--- config.mk ---
export PLATFORM = sky130hd
export DESIGN_NAME = bopa_top
export DESIGN_NICKNAME = d
export VERILOG_FILES = /design/src/shared/bopa_pkg.sv /design/src/bopa_top.sv
export SDC_FILE = /design/constraint.sdc
export NUM_CORES = 1
export LEC_CHECK = 0
export BUFFER_PORTS_ARGS = -buffer_cell sky130_fd_sc_hd__buf_2
export CAP_MARGIN = 40
export CORE_MARGIN = 1.5
export CORE_UTILIZATION = 58
export CTS_BUF_LIST = sky130_fd_sc_hd__clkbuf_8
export CTS_CLUSTER_DIAMETER = 60
export CTS_CLUSTER_SIZE = 40
export DETAILED_ROUTE_END_ITERATION = 6
export GPL_TIMING_DRIVEN = 0
export HOLD_SLACK_MARGIN = 0.02
export PLACE_DENSITY = 0.93
export SYNTH_ARGS = -nofsm -noshare
export SYNTH_HDL_FRONTEND = slang
export SYNTH_SLANG_ARGS = --single-unit
--- constraint.sdc ---
create_clock -name pclk -period 4.33 [get_ports pclk]
set_input_delay 0.866 -clock pclk [delete_from_list [all_inputs] [get_ports pclk]]
set_output_delay 0.866 -clock pclk [all_outputs]
set_load 0.05 [all_outputs]
--- src/shared/bopa_pkg.sv ---
// Constants shared by the bus-written output port array.
// Assumes an APB master on a 16-bit short I/O address space.
package bopa_pkg;

  // Bus geometry
  localparam int BOPA_ADDR_W = 16;
  localparam int BOPA_DATA_W = 32;
  localparam int BOPA_PORTS = 8;
  localparam int BOPA_PORT_W = 8;
  localparam int BOPA_OUT_W = 64;

  // Port window: two words, four ports in each
  localparam int BOPA_WIN_LSB = 3;
  localparam logic [2:0] BOPA_PORT_LO_OFF = 3'h0;
  localparam logic [2:0] BOPA_PORT_HI_OFF = 3'h4;

  // Control and status window: one word
  localparam int BOPA_CSR_LSB = 2;

  // Control and status register fields
  localparam int BOPA_TEST_BIT = 0;
  localparam int BOPA_FAIL_BIT = 1;
  localparam int BOPA_POL_BIT = 2;
  localparam int BOPA_AM_BIT = 3;

  // Reset values
  localparam logic BOPA_TEST_RST = 1'b0;
  localparam logic BOPA_FAIL_RST = 1'b1;
  localparam logic [7:0] BOPA_PORT_RST = 8'h00;
  localparam logic [31:0] BOPA_RDATA_RST = 32'h0000_0000;

  // Legal byte-lane patterns: byte, aligned half word, word
  localparam logic [3:0] BOPA_STRB_B0 = 4'h1;
  localparam logic [3:0] BOPA_STRB_B1 = 4'h2;
  localparam logic [3:0] BOPA_STRB_B2 = 4'h4;
  localparam logic [3:0] BOPA_STRB_B3 = 4'h8;
  localparam logic [3:0] BOPA_STRB_H0 = 4'h3;
  localparam logic [3:0] BOPA_STRB_H1 = 4'hc;
  localparam logic [3:0] BOPA_STRB_W = 4'hf;

  // Strap synchroniser depth
  localparam int BOPA_SYNC_N = 3;

endpackage : bopa_pkg

--- src/bopa_top.sv ---
// Bus-written output port array: eight byte-wide output latches and a
// separately decoded control and status register, reached over APB.
// Assumes straps (jumpers) are static pins from outside the pclk domain
// and that the half-bridge drivers take a source and a sink enable each.
//
// How it works
// - Eight byte-wide output latches give sixty-four latched output bits.
// - Each port addressable; byte, half-word and word transfers on natural alignment.
// - A strap picks supervisory or nonprivileged access; supervisory by default.
// - Control and status register has its own comparator and base strap.
// - With test mode set, all sixty-four outputs are forced off.
// - Fail indicator lit from reset until software clears it.
// - A strap per byte picks source-only or source/sink drive.
// - Positive true, source-only: zero gives high impedance, one sources.
// - Negative true, source-only: zero sources, one gives high impedance.
// - Positive true, source/sink: zero sinks, one sources.
// - Negative true, source/sink: zero sources, one sinks.
`timescale 1ns/1ps
`default_nettype none

module bopa_top #(
  parameter int PORTS = bopa_pkg::BOPA_PORTS
) (
  input wire logic pclk,
  input wire logic presetn,
  input wire logic psel,
  input wire logic penable,
  input wire logic pwrite,
  input wire logic [bopa_pkg::BOPA_ADDR_W-1:0] paddr,
  input wire logic [bopa_pkg::BOPA_DATA_W-1:0] pwdata,
  input wire logic [3:0] pstrb,
  input wire logic [2:0] pprot,
  output logic [bopa_pkg::BOPA_DATA_W-1:0] prdata,
  output logic pready,
  output logic pslverr,
  input wire logic am_nonpriv_strap,
  input wire logic neg_true_strap,
  input wire logic [PORTS-1:0] sink_en_strap,
  input wire logic [bopa_pkg::BOPA_ADDR_W-1:bopa_pkg::BOPA_WIN_LSB] port_base_strap,
  input wire logic [bopa_pkg::BOPA_ADDR_W-1:bopa_pkg::BOPA_CSR_LSB] csr_base_strap,
  output logic [PORTS*8-1:0] out_source,
  output logic [PORTS*8-1:0] out_sink,
  output logic fail_led
);
  import bopa_pkg::*;

  localparam int PB_W = BOPA_ADDR_W - BOPA_WIN_LSB;
  localparam int CB_W = BOPA_ADDR_W - BOPA_CSR_LSB;
  localparam int STRAP_W = 2 + PORTS + PB_W + CB_W;

  // Strap bundle, synchroniser stages and the agreed value
  logic [STRAP_W-1:0] strap_in;
  logic [STRAP_W-1:0] sync1_r;
  logic [STRAP_W-1:0] sync2_r;
  logic [STRAP_W-1:0] sync3_r;
  logic [STRAP_W-1:0] strap_r;

  logic nonpriv_cfg;
  logic neg_true_cfg;
  logic [PORTS-1:0] sink_cfg;
  logic [PB_W-1:0] port_base_cfg;
  logic [CB_W-1:0] csr_base_cfg;

  // Latches and control state
  logic [7:0] port_r [PORTS];
  logic test_r;
  logic fail_r;
  logic ack_r;
  logic [BOPA_DATA_W-1:0] rdata_r;
  logic err_r;

  // Decode terms
  logic acc_phase;
  logic am_ok;
  logic hit_csr;
  logic hit_port;
  logic hi_word;
  logic strb_ok;
  logic sel_ok;
  logic wr_commit;
  logic [BOPA_DATA_W-1:0] rd_word;
  logic port_off_ok;
  logic csr_wr;
  logic port_wr;

  // Flattened latches and per-bit next enables
  logic [PORTS*8-1:0] lat_bits;
  logic [PORTS*8-1:0] snk_mask;
  logic [PORTS*8-1:0] out_source_nxt;
  logic [PORTS*8-1:0] out_sink_nxt;

  // Lane pattern must be a byte, an aligned half word or a full word
  function automatic logic strb_legal(input logic [3:0] s);
    logic r;
    r = 1'b0;
    if (s == BOPA_STRB_B0 || s == BOPA_STRB_B1) begin
      r = 1'b1;
    end else if (s == BOPA_STRB_B2 || s == BOPA_STRB_B3) begin
      r = 1'b1;
    end else if (s == BOPA_STRB_H0 || s == BOPA_STRB_H1) begin
      r = 1'b1;
    end else if (s == BOPA_STRB_W) begin
      r = 1'b1;
    end
    return r;
  endfunction : strb_legal

  // Source enable for one bit: active level after polarity, gated by test
  function automatic logic drv_src(input logic d, input logic neg, input logic tst);
    return ~tst & (d ^ neg);
  endfunction : drv_src

  // Sink enable: only in source/sink mode, when the bit is inactive
  function automatic logic drv_snk(input logic d, input logic neg,
                                   input logic snk, input logic tst);
    return ~tst & snk & ~(d ^ neg);
  endfunction : drv_snk

  // Byte lane that carries port p inside the window word holding it
  function automatic logic port_lane_en(input logic hi, input logic [3:0] s, input int p);
    return (hi == (p >= 4)) && s[p % 4];
  endfunction : port_lane_en

  // Control word as software reads it; bits above the fields read zero
  function automatic logic [BOPA_DATA_W-1:0] csr_word(input logic tst,
                                                       input logic fl,
                                                       input logic pol,
                                                       input logic amc);
    logic [BOPA_DATA_W-1:0] w;
    w = BOPA_RDATA_RST;
    w[BOPA_TEST_BIT] = tst;
    w[BOPA_FAIL_BIT] = fl;
    w[BOPA_POL_BIT] = pol;
    w[BOPA_AM_BIT] = amc;
    return w;
  endfunction : csr_word

  assign strap_in = {am_nonpriv_strap, neg_true_strap, sink_en_strap,
                     port_base_strap, csr_base_strap};

  // Straps are jumpers: they move only by hand, so they are slow but not
  // clocked. Three stages keep a half-settled pin away from decode, at
  // the price of a few edges before a moved jumper takes effect.
  // Three-stage capture of the straps; jumpers are not on pclk
  always_ff @(posedge pclk or negedge presetn) begin
    if (!presetn) begin
      sync1_r <= '0;
      sync2_r <= '0;
      sync3_r <= '0;
    end else begin
      sync1_r <= strap_in;
      sync2_r <= sync1_r;
      sync3_r <= sync2_r;
    end
  end

  // A strap bit takes effect once stages two and three agree.
  // A bit that still differs keeps its old agreed value, so decode
  // never sees a one-cycle glimpse of a bouncing jumper.
  genvar gi;
  generate
    for (gi = 0; gi < STRAP_W; gi++) begin : g_agree
      always_ff @(posedge pclk or negedge presetn) begin
        if (!presetn) begin
          strap_r[gi] <= 1'b0;
        end else if (sync2_r[gi] == sync3_r[gi]) begin
          strap_r[gi] <= sync3_r[gi];
        end
      end
    end
  endgenerate

  // Unpack the agreed straps; reset value zero means supervisory access
  assign csr_base_cfg = strap_r[CB_W-1:0];
  assign port_base_cfg = strap_r[CB_W+PB_W-1:CB_W];
  assign sink_cfg = strap_r[CB_W+PB_W+PORTS-1:CB_W+PB_W];
  assign neg_true_cfg = strap_r[STRAP_W-2];
  assign nonpriv_cfg = strap_r[STRAP_W-1];

  // Address map seen from the bus:
  //   port window  - eight bytes at port_base_strap, offset in paddr[2:0]
  //   word at +0   - lanes 0 to 3 carry ports 0 to 3
  //   word at +4   - lanes 0 to 3 carry ports 4 to 7
  //   control word - one word at csr_base_strap
  // The two comparators share nothing, so the control word may sit away
  // from the ports, next to the control words of other boards.
  // Other offsets in the window, or a write lane shape that is not a byte, an
  // aligned half word or a word, get pslverr and touch no latch.
  // Reset straps are all zero, so both windows sit at address zero then.

  // Access phase of a transfer, high through its wait cycle and its answer cycle
  assign acc_phase = psel & penable;

  // Address modifier check: pprot[0] high marks a privileged access.
  // A refused access is still answered, so the master never hangs here.
  assign am_ok = nonpriv_cfg ? ~pprot[0] : pprot[0];

  // Two independent comparators; the control register wins a collision
  assign hit_csr = am_ok && (paddr[BOPA_ADDR_W-1:BOPA_CSR_LSB] == csr_base_cfg);
  assign hit_port = am_ok && !hit_csr &&
                    (paddr[BOPA_ADDR_W-1:BOPA_WIN_LSB] == port_base_cfg);
  assign hi_word = (paddr[2:0] == BOPA_PORT_HI_OFF);
  assign port_off_ok = (paddr[2:0] == BOPA_PORT_LO_OFF) || hi_word;

  // Reads use every lane, so only writes are checked for lane shape.
  // Software picks its bytes out of the returned word.
  assign strb_ok = !pwrite || strb_legal(pstrb);

  // Port window words sit on offsets 0 and 4 only
  always_comb begin
    sel_ok = 1'b0;
    if (hit_csr) begin
      sel_ok = strb_ok;
    end else if (hit_port && port_off_ok) begin
      sel_ok = strb_ok;
    end
  end

  // A write lands at the edge where pready is seen high
  assign wr_commit = acc_phase & ack_r & pwrite & sel_ok;

  // Commit split by target, so each register group sees one plain enable
  assign csr_wr = wr_commit & hit_csr & pstrb[0];
  assign port_wr = wr_commit & hit_port;

  // Transfer timing, one cycle a line:
  //   setup  - psel high, penable low, ack_r low
  //   access - penable high; answer and error latched at its end
  //   answer - ack_r high, so pready; a write lands at this edge
  // ack_r falls by itself after one cycle, so a setup that follows at
  // once is never taken for a second access.
  // One wait state: pready rises in the second access cycle
  always_ff @(posedge pclk or negedge presetn) begin
    if (!presetn) begin
      ack_r <= 1'b0;
    end else begin
      ack_r <= acc_phase & ~ack_r;
    end
  end

  assign pready = ack_r;

  // Read word assembled from the decoded register
  always_comb begin
    rd_word = BOPA_RDATA_RST;
    if (hit_csr) begin
      rd_word = csr_word(test_r, fail_r, neg_true_cfg, nonpriv_cfg);
    end else if (hit_port && hi_word) begin
      rd_word = {port_r[7], port_r[6], port_r[5], port_r[4]};
    end else if (hit_port) begin
      rd_word = {port_r[3], port_r[2], port_r[1], port_r[0]};
    end
  end

  // Answer latched in the wait cycle; unmapped or bad lanes give an error
  always_ff @(posedge pclk or negedge presetn) begin
    if (!presetn) begin
      rdata_r <= BOPA_RDATA_RST;
      err_r <= 1'b0;
    end else if (acc_phase && !ack_r) begin
      rdata_r <= (sel_ok && !pwrite) ? rd_word : BOPA_RDATA_RST;
      err_r <= ~sel_ok;
    end
  end

  assign prdata = rdata_r;
  assign pslverr = ack_r & err_r;

  // Output latches, one byte lane each; half-words and words hit several.
  // A refused write never gets here, since sel_ok gates the commit.
  generate
    for (gi = 0; gi < PORTS; gi++) begin : g_port
      always_ff @(posedge pclk or negedge presetn) begin
        if (!presetn) begin
          port_r[gi] <= BOPA_PORT_RST;
        end else if (port_wr && port_lane_en(hi_word, pstrb, gi)) begin
          port_r[gi] <= pwdata[(gi % 4)*8 +: 8];
        end
      end
    end
  endgenerate

  // Test mode bit follows each control register write that carries byte lane 0.
  // Latches are left alone, so leaving test restores the last outputs.
  always_ff @(posedge pclk or negedge presetn) begin
    if (!presetn) begin
      test_r <= BOPA_TEST_RST;
    end else if (csr_wr) begin
      test_r <= pwdata[BOPA_TEST_BIT];
    end
  end

  // Fail indicator: lit from reset, cleared by writing a one, never relit.
  // Writing a zero leaves it alone, so a routine that only touches the
  // test bit cannot light the lamp again; only reset does that.
  always_ff @(posedge pclk or negedge presetn) begin
    if (!presetn) begin
      fail_r <= BOPA_FAIL_RST;
    end else if (csr_wr && pwdata[BOPA_FAIL_BIT]) begin
      fail_r <= 1'b0;
    end
  end

  assign fail_led = fail_r;

  // Latches flattened so bit i of the array is bit i%8 of port i/8
  generate
    for (gi = 0; gi < PORTS*8; gi++) begin : g_flat
      assign lat_bits[gi] = port_r[gi/8][gi%8];
      assign snk_mask[gi] = sink_cfg[gi/8];
    end
  endgenerate

  // Next enables bit by bit; the two functions take opposite senses,
  // so source and sink are never asked for at once
  generate
    for (gi = 0; gi < PORTS*8; gi++) begin : g_nxt
      assign out_source_nxt[gi] = drv_src(lat_bits[gi], neg_true_cfg,
                                          test_r);
      assign out_sink_nxt[gi] = drv_snk(lat_bits[gi], neg_true_cfg,
                                        snk_mask[gi], test_r);
    end
  endgenerate

  // Driver enables, registered so the pins see no decode glitches.
  // Off means neither source nor sink, i.e. high impedance.
  always_ff @(posedge pclk or negedge presetn) begin
    if (!presetn) begin
      out_source <= '0;
      out_sink <= '0;
    end else begin
      out_source <= out_source_nxt;
      out_sink <= out_sink_nxt;
    end
  end

  // Limits: the read mux names ports 0 to 7 outright, so another PORTS
  // value needs it widened as well. Straps are taken as still while a
  // transfer is in flight; a jumper moved mid-transfer may be answered
  // with the old decode for a few edges.

endmodule : bopa_top

`default_nettype wire

**After elaboration in Yosys (flattened, before gate mapping)**

Cells that the tools add are included.

- Output and inout bits: 163
- Bits in registers: 376

- Equal/unequal tests: 47
- Bitwise operators: 278
- Reductions and logical operators: 33
- Multiplexer cells: 11

Operators with widths:

| cell | number |
|---|---|
| AND 1 bit | 145 |
| two-way mux 32 bit | 4 |
| inverter 1 bit | 69 |
| bitwise XOR 1 bit | 64 |
| equality test 1 bit | 37 |
| logical AND 1 bit | 24 |
| equality test 14 bit | 1 |
| equality test 13 bit | 1 |
| equality test 4 bit (second input constant) | 3 |
| equality test 4 x 2 -> 1 bit (second input constant) | 2 |
| two-way mux 1 bit | 7 |
| logical OR 1 bit | 5 |
| equality test 4 x 1 -> 1 bit (second input constant) | 1 |
| equality test 4 x 3 -> 1 bit (second input constant) | 1 |
| equality test 3 bit (second input constant) | 1 |
| logical NOT 1 bit | 3 |
| logical NOT 3 bit | 1 |

**Depth between registers and ports, before layout**

- Word-level depth: 13
- Gate-level depth with buffers: 7

**Worst setup path before layout**

No wires, ideal clock.

- Path type: input to register
- Start: input port paddr[2] (netlist bit)
- End: register port_r, in the netlist lat_bits[40]
- Cell stages on the path: 7
- Setup time: 125 ps
- Path buffers: 2
- Arrival: 2927 ps
- Required time: 4205 ps
- Path slack: 1278 ps
- Path through: clkbuf_1 xnor2_1 nand4_1 nor4_4 clkbuf_1 nand4b_1 mux2_2

- Longest elaborated chain between the ends: 11
- Elaborated cells on any way between the ends: 15
- Classes of those cells: 2 x eq/ne; 2 x mux; 2 x bitwise; 9 x reduce/logical

RTL lines:

| what | line | RTL |
|---|---|---|
| from (decl) | bopa_top.sv:29 | `input wire logic [bopa_pkg::BOPA_ADDR_W-1:0] paddr,` |
| equality test 14 bit | bopa_top.sv:199 | `assign hit_csr = am_ok && (paddr[BOPA_ADDR_W-1:BOPA_CSR_LSB] == csr_base_cfg);` |
| logical AND 1 bit | bopa_top.sv:199 |  |
| logical NOT 1 bit | bopa_top.sv:200 | `assign hit_port = am_ok && !hit_csr &&` |
| logical AND 1 bit (2 in a row) | bopa_top.sv:200 |  |
| logical AND 1 bit | bopa_top.sv:214 | `end else if (hit_port && port_off_ok) begin` |
| two-way mux 1 bit | bopa_top.sv:214 |  |
| two-way mux 1 bit | bopa_top.sv:212 | `if (hit_csr) begin` |
| AND 1 bit | bopa_top.sv:220 | `assign wr_commit = acc_phase & ack_r & pwrite & sel_ok;` |
| AND 1 bit | bopa_top.sv:224 | `assign port_wr = wr_commit & hit_port;` |
| logical AND 1 bit (*) | bopa_top.sv:276 | `end else if (port_wr && port_lane_en(hi_word, pstrb, gi)) begin` |
| to (signal, indexed assignment) | bopa_top.sv:277 | `port_r[gi] <= pwdata[(gi % 4)*8 +: 8];` |
| to (decl) | bopa_top.sv:65 | `logic [7:0] port_r [PORTS];` |

Mark *: on every way between the ends. The rest lies on a longest branch, timed or not.
A chain may end at the register's enable or synchronous reset.

**Worst setup path in the final report**

- Start: input port paddr[2] (netlist bit)
- End: register port_r, in the netlist lat_bits[48]

Same word-level chain as after synthesis.

==> results.md <==
- Status: complete, no violations
- Sw Ratio: 0.317
- Fin crit share: 0.707
- Synth Area in Compound Gates: 0.0171
- Path depth of the worst reg2reg path: 6
- Leak: between 7 and 8 nW
- CTS Sinks: about 380
- EDFF count, synth: 0
- Post-synth net total: 986
- Simple-gate share of the synthesized area: 0.0906
- Via count: 7,819
- Clk root buf: clkbuf_8
- Number of DRC markers in iteration 0: 426
- Initial Utilization: 0.586
- Core area: 0.0225 mm^2
- Die Wd: 154 um
- Slew headroom: 0.397
- Initial antenna violation count: 3
- Seq pwr share: 0.561
- Clock share of power: 0.287
- Detailed placement HPWL: 21.3 mm
- Share of flip-flops with an asynchronous set or reset: 1.00
- H-tree levels: 1
- Worst skew pair latency: 600 ps
- Util after Layout: 0.693
- Top_reg_cell synth: dfrtp_1
- Worst hold margin: 199 ps
- Die area: 0.0237 mm^2
- Post-synthesis sequential area ratio: 0.713
- Startpoint type of the worst setup path: primary input
- Routed Antenna Nets: 0
- Mapped Area: 0.0132 mm^2
- Pint: 4.62 mW
- Largest net degree at the start of global routing: 81
- Fin area: 0.0156 mm^2
- Number of max-cap violations: 0
- 1st-pass router iterations: 5
- Warnings from Yosys: 0
- Placed cell area: 0.0150 mm^2
- Vias in the first global route: 8,136
- Setup TNS Final: 0 ps
- Synth Instances: 889
- Final layout net count: 1,273
- Final slew viol count: 0
- Hold_buf cts: 0
- Drc violations: 0
- Final setup vio count: 0
- Post-synthesis mux area share: 0.0797
- Seq cells post-synth: 376
- Min cycle time layout: 3060 ps
- Post_cts resized: 0
- Port Buffers: 256
- GRT Total Usage: 0.248
- CTS tree: done
- Final Hold Viols: 0
- First-pass GRT wire length: 44.6 mm
- Part of the power in combinational logic: 0.152
- Ports: 260
- Routed wire per std cell: just under 20 um
- Number of setup buffers added after CTS: 0
- Die Ht: 154 um
- FP Rows: 55
- CP endpoint kind: flip-flop
- Power Density: 434 mW/mm^2
- RSZ-0062 raised after global routing: false
- Final wirelength: 28.7 mm
- Layout cells sized above 1: 0.318
- Critical Path RT: ~4800 ps
- Synth Area in XOR/XNOR: 0.0616
- P_sw: 2.15 mW
- Peak VDD IR: around 0.37 mV
- Vias per inst: between 5 and 6
- Hold Path Class: in2async
- Routability cong.: 0.903
- Crit path kind: in2reg
- Worst Max-Slew Pin Slew: between 900 and 1000 ps
- CP arrival: 3520 ps
- Fmax: 327 MHz
- Critical-path maximum fanout: 10
- Syn avg cell area: 14.8 um^2
- Max Buffers Root-to-Sink: 3
- Grt total ovfl: 0
- Largest family of logic cells by synthesized area: simple AND/OR/NAND/NOR gates
- Final setup skew: 41.9 ps
- Layout area overhead: 18.2%
- Total CTS buffers: 22
- Yosys cell types: 37
- Worst-path clk slew: 150 ps
- Post-synthesis adder-cell area fraction: 0.0281
[synthesized netlist by cell type, types with 2 or more instances]
master / instances / area [um^2]
and2_1: 3 / 18.8
and3b_1: 8 / 70.1
buf_1: 6 / 22.5
clkbuf_1: 25 / 93.8
dfrtp_1: 375 / 9380
inv_1: 2 / 7.51
maj3_1: 37 / 370
mux2_2: 64 / 721
mux2i_1: 32 / 320
nand2_1: 35 / 131
nand2b_1: 9 / 56.3
nand3_1: 2 / 10.0
nand4_1: 11 / 68.8
nand4b_1: 5 / 43.8
nor2_1: 68 / 255
nor2b_1: 57 / 357
nor4_4: 4 / 85.1
o211ai_1: 3 / 22.5
o21ai_0: 31 / 155
or2_2: 2 / 12.5
or3b_2: 3 / 26.3
or4_1: 2 / 15.0
xnor2_1: 91 / 797
[flip-flops by register name (all words and copies together), names as in the netlist, 8 cells and up]
register,cells
sync1_r,37
sink_cfg,8
out_sink,64
lat_bits,64
prdata,32
port_base_cfg,13
sync2_r,37
sync3_r,37
csr_base_cfg,14
out_source,64
[per-stage QoR]
| step | worst slack [ps] | power [mW] | instances |
|---|---|---|---|
| after global placement | -4280 | 4.85 | 1430 |
| final | 1270 | 6.77 | 1480 |
| after floorplan | 1280 | 4.54 | 889 |
| after CTS | 1290 | 6.83 | 1476 |
| after global routing | 1120 | 7.02 | 1478 |
| after detailed placement | 673 | 4.90 | 1436 |
[power by group through the flow]
stage               Clock, mW  Combinational, mW  Sequential (mW)
floorplan                   0              0.247             4.29
global placement            0              0.992             3.86
detailed placement          0               1.03             3.87
CTS                      1.99               1.04             3.80
global route             2.11               1.09             3.82
finish                   1.95               1.03             3.80
[layer usage]
layer | up-vias | share of wire | track usage
met4 | 2 | 0.027 | 0.0777
met1 | 3963 | 0.41 | 0.325
met5 | - | 0.00049 | 0
met3 | 58 | 0.051 | 0.0389
met2 | 274 | 0.51 | 0.429
li1 | 3522 | - | -
[cell families (layout without fill, tap and decap cells)]
kind of cell,count (synthesis),in the layout
adders and majority gates,37,37
DFF,376,376
xor gates and xnor gates,92,92
muxes,97,97
other,0,3
buffers and inverters,34,337
AOI/OAI and AO/OA,40,40
and+or+nand+nor,213,213
[cells in the final DEF (no fill, tap or decap), types with 2 or more instances in the layout]
cell,n
nor2b_1,57
nor4_4,4
dfrtp_1,375
o211ai_1,3
inv_1,3
or3b_2,3
inv_6,2
mux2_2,64
nand4b_1,5
nor2_1,68
nand2_1,35
buf_2,256
inv_8,2
and3b_1,8
xnor2_1,91
buf_16,4
mux2i_1,32
buf_6,3
buf_1,6
diode_2,3
clkbuf_8,23
inv_16,6
clkbuf_1,25
o21ai_0,31
nand3_1,2
clkinv_16,2
or4_1,2
nand2b_1,9
and2_1,3
nand4_1,11
clkinv_8,3
or2_2,2
maj3_1,37
[worst max-delay path: stages]
cell and delay, ps:
clkbuf_1 290, xnor2_1 170, nand4_1 210, nor4_4 700, clkbuf_1 380, nand4b_1 490
mux2_2 410
[final timing paths]
path | to | slack [ps] | start
hold / removal | out_source[25] | 200 | presetn
setup / recovery | lat_bits[48] | 1270 | paddr[2]
max in group asynchronous | port_base_cfg[1] | 2590 | presetn
hold reg to reg | sync2_r[21] | 350 | sync1_r[21]
setup reg to reg | lat_bits[48] | 1320 | csr_base_cfg[10]
min in group pclk | sync2_r[21] | 350 | sync1_r[21]
[final cells by class]
class                   instances  area (um^2)
flip-flops and latches        376         9410
fillers                      1516         6910
multi-input cells             479         3660
repair buffers                263         1440
well taps                     285          357
clock buffers                  23          317
clock inverters                17          280
plain buffers                  32          121
inverters                       2         7.51
diodes                          3         7.51
(Power assumes the default switching activity.)
